<file path="src/sbalu_pkg.sv">
`default_nettype none

package sbalu_pkg;

  // ----------------------------------------------------------------------
  // Widths and instruction encoding
  // ----------------------------------------------------------------------
  localparam int unsigned DATA_W      = 8;
  localparam int unsigned ADDR_W      = 7;
  localparam int unsigned INSTR_W     = 14;
  localparam int unsigned OPC_HI_POS  = 13;
  localparam int unsigned DEST_POS    = 7;
  localparam int unsigned LIT_OPC_LO  = 9;
  localparam int unsigned FILE_OPC_LO = 8;

  // Literal subtract matches bits 13:9, bit 8 is a don't-care.
  localparam logic [4:0] LIT_SUB_OPC  = 5'h1e;
  // File subtract matches bits 13:8.
  localparam logic [5:0] FILE_SUB_OPC = 6'h02;

  // ----------------------------------------------------------------------
  // Reset values
  // ----------------------------------------------------------------------
  localparam logic [7:0] ACC_RST  = 8'h00;
  localparam logic       FLAG_RST = 1'b0;

  // Execution state, one-hot.
  typedef enum logic [1:0] {
    SBALU_IDLE = 2'b01,
    SBALU_EXEC = 2'b10
  } sbalu_state_t;

endpackage

`default_nettype wire

</file>
<file path="src/sbalu_core.sv">
`timescale 1ns/10ps
`default_nettype none

// Summary of operation
// (RULE1) Literal subtract writes literal minus accumulator into the accumulator.
// (RULE2) File subtract computes register minus accumulator for register index 0 to 127.
// (RULE3) Destination bit 0 writes the accumulator and leaves the register alone.
// (RULE4) Destination bit 1 writes the register and leaves the accumulator alone.
// (RULE5) Carry is cleared when the subtraction borrows.
// (RULE6) Carry is set when no borrow occurs, including a zero difference.
// (RULE7) Both opcodes decode, run in one cycle and update carry, nibble borrow and zero.
module sbalu_core
  import sbalu_pkg::*;
(
  input  wire logic               clk_i,
  input  wire logic               reset_i,
  input  wire logic               ce_i,
  input  wire logic               instr_valid_i,
  input  wire logic [INSTR_W-1:0] instr_i,
  input  wire logic [DATA_W-1:0]  file_rdata_i,
  output logic      [ADDR_W-1:0]  file_addr_o,
  output logic                    file_we_o,
  output logic      [DATA_W-1:0]  file_wdata_o,
  output logic      [DATA_W-1:0]  acc_o,
  output logic                    carry_flag_o,
  output logic                    nibble_borrow_flag_o,
  output logic                    zero_flag_o,
  output logic                    done_o
);

  // ----------------------------------------------------------------------
  // Decode
  // ----------------------------------------------------------------------
  function automatic logic is_lit_sub(input logic [INSTR_W-1:0] ins);
    return ins[OPC_HI_POS:LIT_OPC_LO] == LIT_SUB_OPC;
  endfunction

  function automatic logic is_file_sub(input logic [INSTR_W-1:0] ins);
    return ins[OPC_HI_POS:FILE_OPC_LO] == FILE_SUB_OPC;
  endfunction

  // Decode happens in the cycle of issue; unknown opcodes pass untouched.
  logic dec_lit;
  logic dec_file;
  logic dest_reg;
  logic go;

  assign dec_lit  = is_lit_sub(instr_i);              // RULE7
  assign dec_file = is_file_sub(instr_i);             // RULE7
  assign dest_reg = instr_i[DEST_POS];
  assign go       = ce_i & instr_valid_i & (dec_lit | dec_file);

  // ----------------------------------------------------------------------
  // Datapath
  // ----------------------------------------------------------------------
  // The register file read is combinational on the index, so the whole
  // operation fits in one cycle at the cost of an async read path.
  logic [DATA_W-1:0] minuend;
  logic [DATA_W-1:0] diff;
  logic              c_nxt;
  logic              nb_nxt;
  logic              z_nxt;

  assign file_addr_o = instr_i[ADDR_W-1:0];                       // RULE2
  assign minuend     = dec_lit ? instr_i[DATA_W-1:0] : file_rdata_i; // RULE1

  sbalu_sub8 u_sub (
    .minuend_i      (minuend),
    .subtrahend_i   (acc_o),
    .diff_o         (diff),
    .carry_o        (c_nxt),
    .nibble_carry_o (nb_nxt),
    .zero_o         (z_nxt)
  );

  // Register write-back is a combinational strobe on the issue cycle.
  assign file_we_o    = go & dec_file & dest_reg;   // RULE4
  assign file_wdata_o = diff;

  // ----------------------------------------------------------------------
  // Accumulator and flags
  // ----------------------------------------------------------------------
  logic acc_we;

  assign acc_we = go & (dec_lit | ~dest_reg);       // RULE1 RULE3

  always_ff @(posedge clk_i or posedge reset_i) begin
    if (reset_i) begin
      acc_o <= ACC_RST;
    end else if (acc_we) begin
      acc_o <= diff;
    end
  end

  // Carry is the inverted borrow, so zero difference leaves it set.
  always_ff @(posedge clk_i or posedge reset_i) begin
    if (reset_i) begin
      carry_flag_o         <= FLAG_RST;
      nibble_borrow_flag_o <= FLAG_RST;
      zero_flag_o          <= FLAG_RST;
    end else if (go) begin
      carry_flag_o         <= c_nxt;                // RULE5 RULE6
      nibble_borrow_flag_o <= nb_nxt;               // RULE7
      zero_flag_o          <= z_nxt;
    end
  end

  // ----------------------------------------------------------------------
  // Completion state
  // ----------------------------------------------------------------------
  sbalu_state_t state_r;
  sbalu_state_t state_nxt;

  always_comb begin
    case (state_r)
      SBALU_IDLE: state_nxt = go ? SBALU_EXEC : SBALU_IDLE;
      SBALU_EXEC: state_nxt = go ? SBALU_EXEC : SBALU_IDLE;
      default:    state_nxt = SBALU_IDLE;
    endcase
  end

  always_ff @(posedge clk_i or posedge reset_i) begin
    if (reset_i) begin
      state_r <= SBALU_IDLE;
    end else if (ce_i) begin
      state_r <= state_nxt;
    end
  end

  // Done marks the cycle after issue, when results are visible.
  assign done_o = (state_r == SBALU_EXEC);

  // ----------------------------------------------------------------------
  // Checks
  // ----------------------------------------------------------------------
  logic [DATA_W:0] exp_full;
  assign exp_full = {1'b0, minuend} - {1'b0, acc_o};
endmodule

`default_nettype wire

</file>
<file path="src/sbalu_sub8.sv">
`timescale 1ns/10ps
`default_nettype none

// Combinational two's complement subtractor: minuend minus subtrahend.
module sbalu_sub8
  import sbalu_pkg::*;
(
  input  wire logic [DATA_W-1:0] minuend_i,
  input  wire logic [DATA_W-1:0] subtrahend_i,
  output logic      [DATA_W-1:0] diff_o,
  output logic                   carry_o,
  output logic                   nibble_carry_o,
  output logic                   zero_o
);

  // ----------------------------------------------------------------------
  // Adder form
  // ----------------------------------------------------------------------
  // Adding the inverted subtrahend plus one makes the carry out an active
  // low borrow, which is exactly the carry flag convention wanted.
  logic [DATA_W:0] full_sum;
  logic [4:0]      low_sum;

  assign full_sum       = {1'b0, minuend_i} + {1'b0, ~subtrahend_i} + 9'h001;
  assign low_sum        = {1'b0, minuend_i[3:0]} + {1'b0, ~subtrahend_i[3:0]} + 5'h01;
  assign diff_o         = full_sum[DATA_W-1:0];
  assign carry_o        = full_sum[DATA_W];
  assign nibble_carry_o = low_sum[4];
  assign zero_o         = (full_sum[DATA_W-1:0] == 8'h00);

endmodule

`default_nettype wire

</file>
<file path="config.mk">
export PLATFORM = sky130hd
export DESIGN_NAME = sbalu_core
export DESIGN_NICKNAME = d
export VERILOG_FILES = /design/src/sbalu_pkg.sv /design/src/sbalu_core.sv /design/src/sbalu_sub8.sv
export SDC_FILE = /design/constraint.sdc
export NUM_CORES = 1
export LEC_CHECK = 0
export ABC_AREA = 1
export BUFFER_PORTS_ARGS = -buffer_cell sky130_fd_sc_hd__clkbuf_2
export CORE_UTILIZATION = 47
export DETAILED_ROUTE_END_ITERATION = 16
export PLACE_DENSITY_LB_ADDON = 0.1
export SLEW_MARGIN = 5
export SYNTH_ARGS = -nofsm -noshare
export SYNTH_HDL_FRONTEND = slang
export SYNTH_SLANG_ARGS = --single-unit
</file>
<file path="constraint.sdc">
create_clock -name clk_i -period 2.23 [get_ports clk_i]
set_clock_uncertainty 0.2 [all_clocks]
set_input_delay 0.1115 -clock clk_i [delete_from_list [all_inputs] [get_ports clk_i]]
set_output_delay 0.1115 -clock clk_i [all_outputs]
set_load 0.02 [all_outputs]
</file>
==> run metrics, run 1 <==
PortBufs=53; critical path launch point type=flop; pwr dens=736 nW/µm²; drt first pass iters=5; most used cell, CP=nand2_2; commonest non-fill, non-tap cells in the layout=58 x nand2_1, 48 x clkbuf_2, 33 x inv_1, 12 x dfrtp_1, 10 x nor2_1; Synthesized Nets=221; Peak VDD IR=0.409 mV; crit-path max cell delay=0.38 ns; maximum fanout along the worst path=3; MaxCap Viol Count=0; static leakage=1.03 nW; worst relative slew slack=64.8%; fmax=458 MHz; Slew Limit Fails=0; CTS Sinks=13; Worst R2R Start=acc_o[0]$_DFFE_PP0P_; Synth Register Bits=13; Slew @ Worst Pin=0.528 ns; Setup violations, final=0; WL/cell=11.3 µm; H-tree levels=1; Rows=18; Hold Path Cell Cnt=6; WL final=3.11 mm; period utilization=97.9%; I/O Pins=54; Clock transition at path regs=0.08 ns; fraction of layout cells with a size suffix above 1=40.8%; PnR worst setup slack=0.0470 ns; mapped cell area=1210 µm²; Min-Delay Endpoint=zero_flag_o$_DFFE_PP0P_; CTS Buffer Depth=2; post-synthesis sequential area ratio=26.9%; Min Hold Slack=0.129 ns; Primary FF master, synth=dfrtp_1; CP startpoint=acc_o[0]$_DFFE_PP0P_; Crit path arrival time=1.87 ns; Ys Warns=0; cell count after synthesis=185; antenna-violating nets left=0; clock latency on the worst-skew pair=0.28 ns; Synth cell types=27; die height=52.8 µm; Critical Path Sink Type=output port; slowest cell on the critical path=fa_2; initial antenna violation count=0; vias in the first global route=1,107; Hold Startpoint=instr_valid_i; design area=1720 µm²; largest net degree at the start of global routing=14; drt drc=0; crit path cell chain=ha_2, inv_2, fa_2, nand2_2, nand3_2, nand3_2, nand2_2, nand2_2, nand2_2, inv_2, buf_6; Tmin final=2.18 ns; total congestion overflow=0; Post-synth EDFFs=0; status=completed; post-place setup slack=-0.0142 ns; final count of hold timing violations=0; post-detail-place hpwl=2.39 mm; R2R Setup Slk=0.26 ns; number of vias per cell=4.94; cell depth of the worst flop-to-flop path=12; DP Area=1500 µm²; overall die area=2790 µm²; final net count=282; total track usage=22.0%; Starting Density=49.4%; Placer Congestion=0.868; Area Growth Syn to Fin=41.5%; post-synthesis async set-or-reset flop share=100%; vias post-DR=1,358; syn_area_per_cell=6.55 µm²; Placeable Area=2450 µm²; worst min-delay path category=primary input to flop; die width=52.8 µm; commonest non-fill, non-tap cell in the layout=nand2_1; 1st-iter DRT viols=35; first-pass GRT wire length=4.49 mm; critical path data required time=1.92 ns; Crit Path Class=flop to output port; # diodes=0; Num CTS Buffers=3; reg2reg end=zero_flag_o$_DFFE_PP0P_; root buf cell=clkbuf_4; CTS tree=done
[final cells by class]
cell class	count	area, µm²
Multi-Input combinational cell	125	791
Fill cell	218	739
Timing Repair Buffer	66	393
Tap cell	30	37.5
Clock buffer	4	26.3
Sequential cell	13	327
Inverter	37	141
[layer usage]
metal | up-vias | routed length [µm] | GRT usage [%]
met5 | - | 0 | 0
met4 | 0 | 46 | 9.21
met3 | 5 | 178 | 1.74
met2 | 50 | 1600 | 39.7
met1 | 619 | 1290 | 26.2
li1 | 684 | - | -
[synth_stat cells (2+ instances only)]
library cell	instances	area [µm²]
dfrtp_1	12	300
nand3_1	10	50.1
ha_1	9	113
nand4_1	2	12.5
nand2_2	3	18.8
a21oi_1	5	25.0
o21ai_0	5	25.0
o21ai_1	2	10.0
nand2_1	63	236
o21ai_2	4	35.0
nor2_2	2	12.5
nor2_1	10	37.5
buf_2	2	10.0
inv_1	37	139
buf_4	7	52.6
[sequential cells by signal, summed over array words and instances (netlist names)]
register	count
state_r	2
nibble_borrow_flag_o	1
carry_flag_o	1
zero_flag_o	1
acc_o	8
[what timing repair did]
action / CTS / global route
hold buffers: 3 / 0
setup endpoints to repair: 2 / 4
buffers inserted: 2 / 2
hold endpoints to repair: 17 / 0
pin swaps: 1 / 7
resized for setup: 2 / 27
[worst max path at each step]
stage                              end  slack (ns)  cells after the start
5_1_grt                file_wdata_o[6]       -0.04                     11
4_1_cts                file_wdata_o[6]       0.002                     11
6_report               file_wdata_o[6]        0.05                     11
2_1_floorplan  zero_flag_o$_DFFE_PP0P_      0.0006                     14
3_3_place_gp           file_wdata_o[6]        0.02                     16
3_5_place_dp           file_wdata_o[6]       -0.01                     16
[cells by family after synthesis]
kind of cell / synth area share, %
AND/OR/NAND/NOR: 33.3
buffers and inverters: 17.5
AO/OA/AOI/OAI: 9.70
flip-flops: 26.9
adder cells (fa/ha/maj): 10.9
XOR/XNOR: 0.723
multiplexers: 0.826
[where the power goes]
part | leakage, nW | switching [mW] | internal, mW
Combinational | 0.865 | 0.484 | 0.325
Clock | 0.0150 | 0.0850 | 0.0696
Sequential | 0.151 | 0.0228 | 0.276
Total | 1.03 | 0.592 | 0.671
[critical path: cells and delay by family (launching register included)]
kind | cells | cell delay (ns)
and+or+nand+nor | 6 | 0.45
buffers and inverters | 3 | 0.21
adders and majority gates | 2 | 0.56
DFF | 1 | 0.37
[per-stage QoR]
step                power (mW)  std cells  util [%]  TNS (ns)
global route              1.35        275      69.9   -0.0407
global placement         0.971        264      61.2         0
detailed placement       0.985        264      61.2   -0.0203
floorplan                0.778        185         -         0
CTS                       1.15        273      64.3         0
finish                    1.26        275      69.9         0
Note: power is estimated with default switching activity, not from simulation.
==> run 2: changes to the inputs <==
Settings changed: CELL_PAD_IN_SITES_DETAIL_PLACEMENT set to 1, CELL_PAD_IN_SITES_GLOBAL_PLACEMENT set to 1, CORE_UTILIZATION 47 to 31.
==> run 2 against run 1 <==
Net effect:
- sequential cell count is the same
- core utilization shrank 22 points
- hold slack lost 0.11 ns
- setup slack lost 0.041 ns
==> run metrics, run 2 (synthesis gave the netlist of run 1 again) <==
Clock transition at path regs=0.06 ns (was 0.08 ns); CTS Buffer Depth=2 (unchanged); 1st-iter DRT viols=13 (was 35); Min-Delay Endpoint=acc_o[4]$_DFFE_PP0P_ (was zero_flag_o$_DFFE_PP0P_); Crit path arrival time=1.91 ns (was 1.87 ns); worst relative slew slack=65.8% (was 64.8%); overall die area=4170 µm² (was 2790 µm²); Hold Startpoint=instr_i[7] (was instr_valid_i); Peak VDD IR=0.258 mV (was 0.409 mV); clock latency on the worst-skew pair=0.24 ns (was 0.28 ns); Sw Share=45.4% (was 46.9%); final count of hold timing violations=0 (unchanged); vias in the first global route=1,343 (was 1,107); Starting Density=32.6% (was 49.4%); fraction of layout cells with a size suffix above 1=43.1% (was 40.8%); Sw Pwr=0.620 mW (was 0.592 mW); pwr dens=761 nW/µm² (was 736 nW/µm²); antenna-violating nets left=0 (unchanged); root buf cell=clkbuf_8 (was clkbuf_4); Tmin final=2.22 ns (was 2.18 ns); worst min-delay path category=primary input to flop (unchanged); critical path launch point type=primary input (was flop); drt first pass iters=4 (was 5); largest net degree at the start of global routing=14 (unchanged); H-tree levels=1 (unchanged); die width=64.5 µm (was 52.8 µm); Int Power=0.746 mW (was 0.671 mW); commonest non-fill, non-tap cell in the layout=nand2_1 (unchanged); MaxCap Viol Count=0 (unchanged); Fillers=504 (was 218); cell depth of the worst flop-to-flop path=12 (unchanged); period utilization=99.7% (was 97.9%); Flop pwr share=22.1% (was 23.6%); reg2reg end=zero_flag_o$_DFFE_PP0P_ (unchanged); Setup violations, final=0 (unchanged); Placeable Area=3720 µm² (was 2450 µm²); Top reg by flops=acc_o (unchanged); fmax=450 MHz (was 458 MHz); Placer Congestion=0.741 (was 0.868); WL/cell=12.9 µm (was 11.3 µm); Hold Path Cell Cnt=3 (was 6); die height=64.5 µm (was 52.8 µm); first-pass GRT wire length=5.88 mm (was 4.49 mm); number of vias per cell=4.64 (was 4.94); total track usage=18.2% (was 22.0%); final net count=283 (was 282); I/O Pins=54 (unchanged); critical path data required time=1.92 ns (about the same); CP startpoint=instr_i[10] (was acc_o[0]$_DFFE_PP0P_); vias post-DR=1,364 (was 1,358); Rows=22 (was 18); register area=327 µm² (unchanged); top flop regs=acc_o: 8 flops, state_r: 2 flops (unchanged); combinational cell fraction of total power=62.2% (was 64.1%); RSZ-0062 raised after global routing=true; status=completed (unchanged); design area=1800 µm² (was 1720 µm²); post-detail-place hpwl=3.04 mm (was 2.39 mm); multi-input logic area=805 µm² (was 791 µm²); # diodes=0 (unchanged); max reg flops=8 (unchanged); Num CTS Buffers=3 (unchanged); DP Area=1530 µm² (was 1500 µm²); clock power share=15.7% (was 12.2%); initial antenna violation count=0 (unchanged); Critical Path Sink Type=output port (unchanged); Area Growth Syn to Fin=48.2% (was 41.5%); drt drc=0 (unchanged); Worst R2R Start=acc_o[0]$_DFFE_PP0P_ (unchanged); CTS Sinks=13 (unchanged); WL final=3.80 mm (was 3.11 mm); Final Util=48.4% (was 69.9%); post-layout power=1.37 mW (was 1.26 mW); total congestion overflow=0 (unchanged); PortBufs=53 (unchanged); R2R Setup Slk=0.17 ns (was 0.26 ns); maximum fanout along the worst path=4 (was 3); Slew @ Worst Pin=0.512 ns (was 0.528 ns); Slew Limit Fails=0 (unchanged); commonest non-fill, non-tap cells in the layout=58 x nand2_1, 47 x clkbuf_2, 31 x inv_1, 13 x buf_4, 12 x dfrtp_1 (was 58 x nand2_1, 48 x clkbuf_2, 33 x inv_1, 12 x dfrtp_1, 10 x nor2_1); CTS tree=done (unchanged); Crit Path Class=primary input to output port (was flop to output port); static leakage=1.05 nW (was 1.03 nW)
run 2: cell types whose count changed in the layout (fill, tap and decap cells not counted), moves of 2 or more:
cell      delta
nand2_2      -2
buf_8        +2
clkbuf_4     -3
clkbuf_8     +3
buf_4        +4
inv_1        -2
nand2_4      +2
buf_2        -2
run 2: what timing repair did:
action | in CTS | in global routing
resized for setup | 10 | 32
hold endpoints to repair | 14 | 0
buffers inserted | 2 | 3
endpoints found under the setup margin | 4 | 4
hold buffers | 2 | 0
pin swaps | 3 | 9
run 2: metal layers:
metal	routed length [µm]	share of wire, %	vias to the layer above	global-route usage, %
li1	-	-	677	-
met5	0	0	-	0
met1	1560	41	640	21.9
met3	131	3.4	5	0.352
met2	2050	54	42	33.8
met4	61	1.6	0	7.50
run 2: how the worst max path moves through the flow:
stage	to	slack (ns)	depth (start not counted)
global placement	file_wdata_o[6]	-0.03	16
detailed placement	file_wdata_o[6]	-0.11	16
global route	file_wdata_o[6]	-0.08	15
CTS	file_wdata_o[6]	-0.03	16
floorplan	zero_flag_o$_DFFE_PP0P_	0.0006	14
finish	file_wdata_o[6]	0.006	15
run 2: metrics by stage:
step,hold WS [ns],instances,worst slack (ns),TNS [ns]
after floorplan,-0.212,185,0.000562,0
after global placement,-0.0563,283,-0.0301,-0.0504
after detailed placement,-0.0414,283,-0.108,-0.390
after CTS,0.0220,291,-0.0344,-0.0344
after global routing,0.0396,294,-0.0839,-0.148
final,0.0175,294,0.00560,0
run 2: power by group through the flow:
stage	Clock, mW	Sequential (mW)	Combinational [mW]
6_report	0.215	0.302	0.850
5_1_grt	0.234	0.306	0.933
4_1_cts	0.221	0.303	0.749
3_5_place_dp	0	0.306	0.698
3_3_place_gp	0	0.303	0.682
2_1_floorplan	0	0.348	0.430
run 2: cell type report:
| cell class | count | share of cell area [%] |
|---|---|---|
| multi-input combinational | 125 | 44.8 |
| timing repair buffer | 67 | 23.2 |
| sequential | 13 | 18.2 |
| inverter | 37 | 8.01 |
| tap | 48 | 3.34 |
| clock buffer | 4 | 2.51 |
run 2: critical path, stage by stage:
cell	delay, ns
buf_6	0.09
inv_2	0.06
nor2_4	0.04
nand2_4	0.10
mux2i_1	0.22
ha_2	0.21
inv_2	0.04
fa_2	0.40
nand2_2	0.09
nand3_2	0.07
nand3_2	0.07
nand3b_1	0.13
nand2_4	0.11
inv_4	0.04
buf_8	0.11
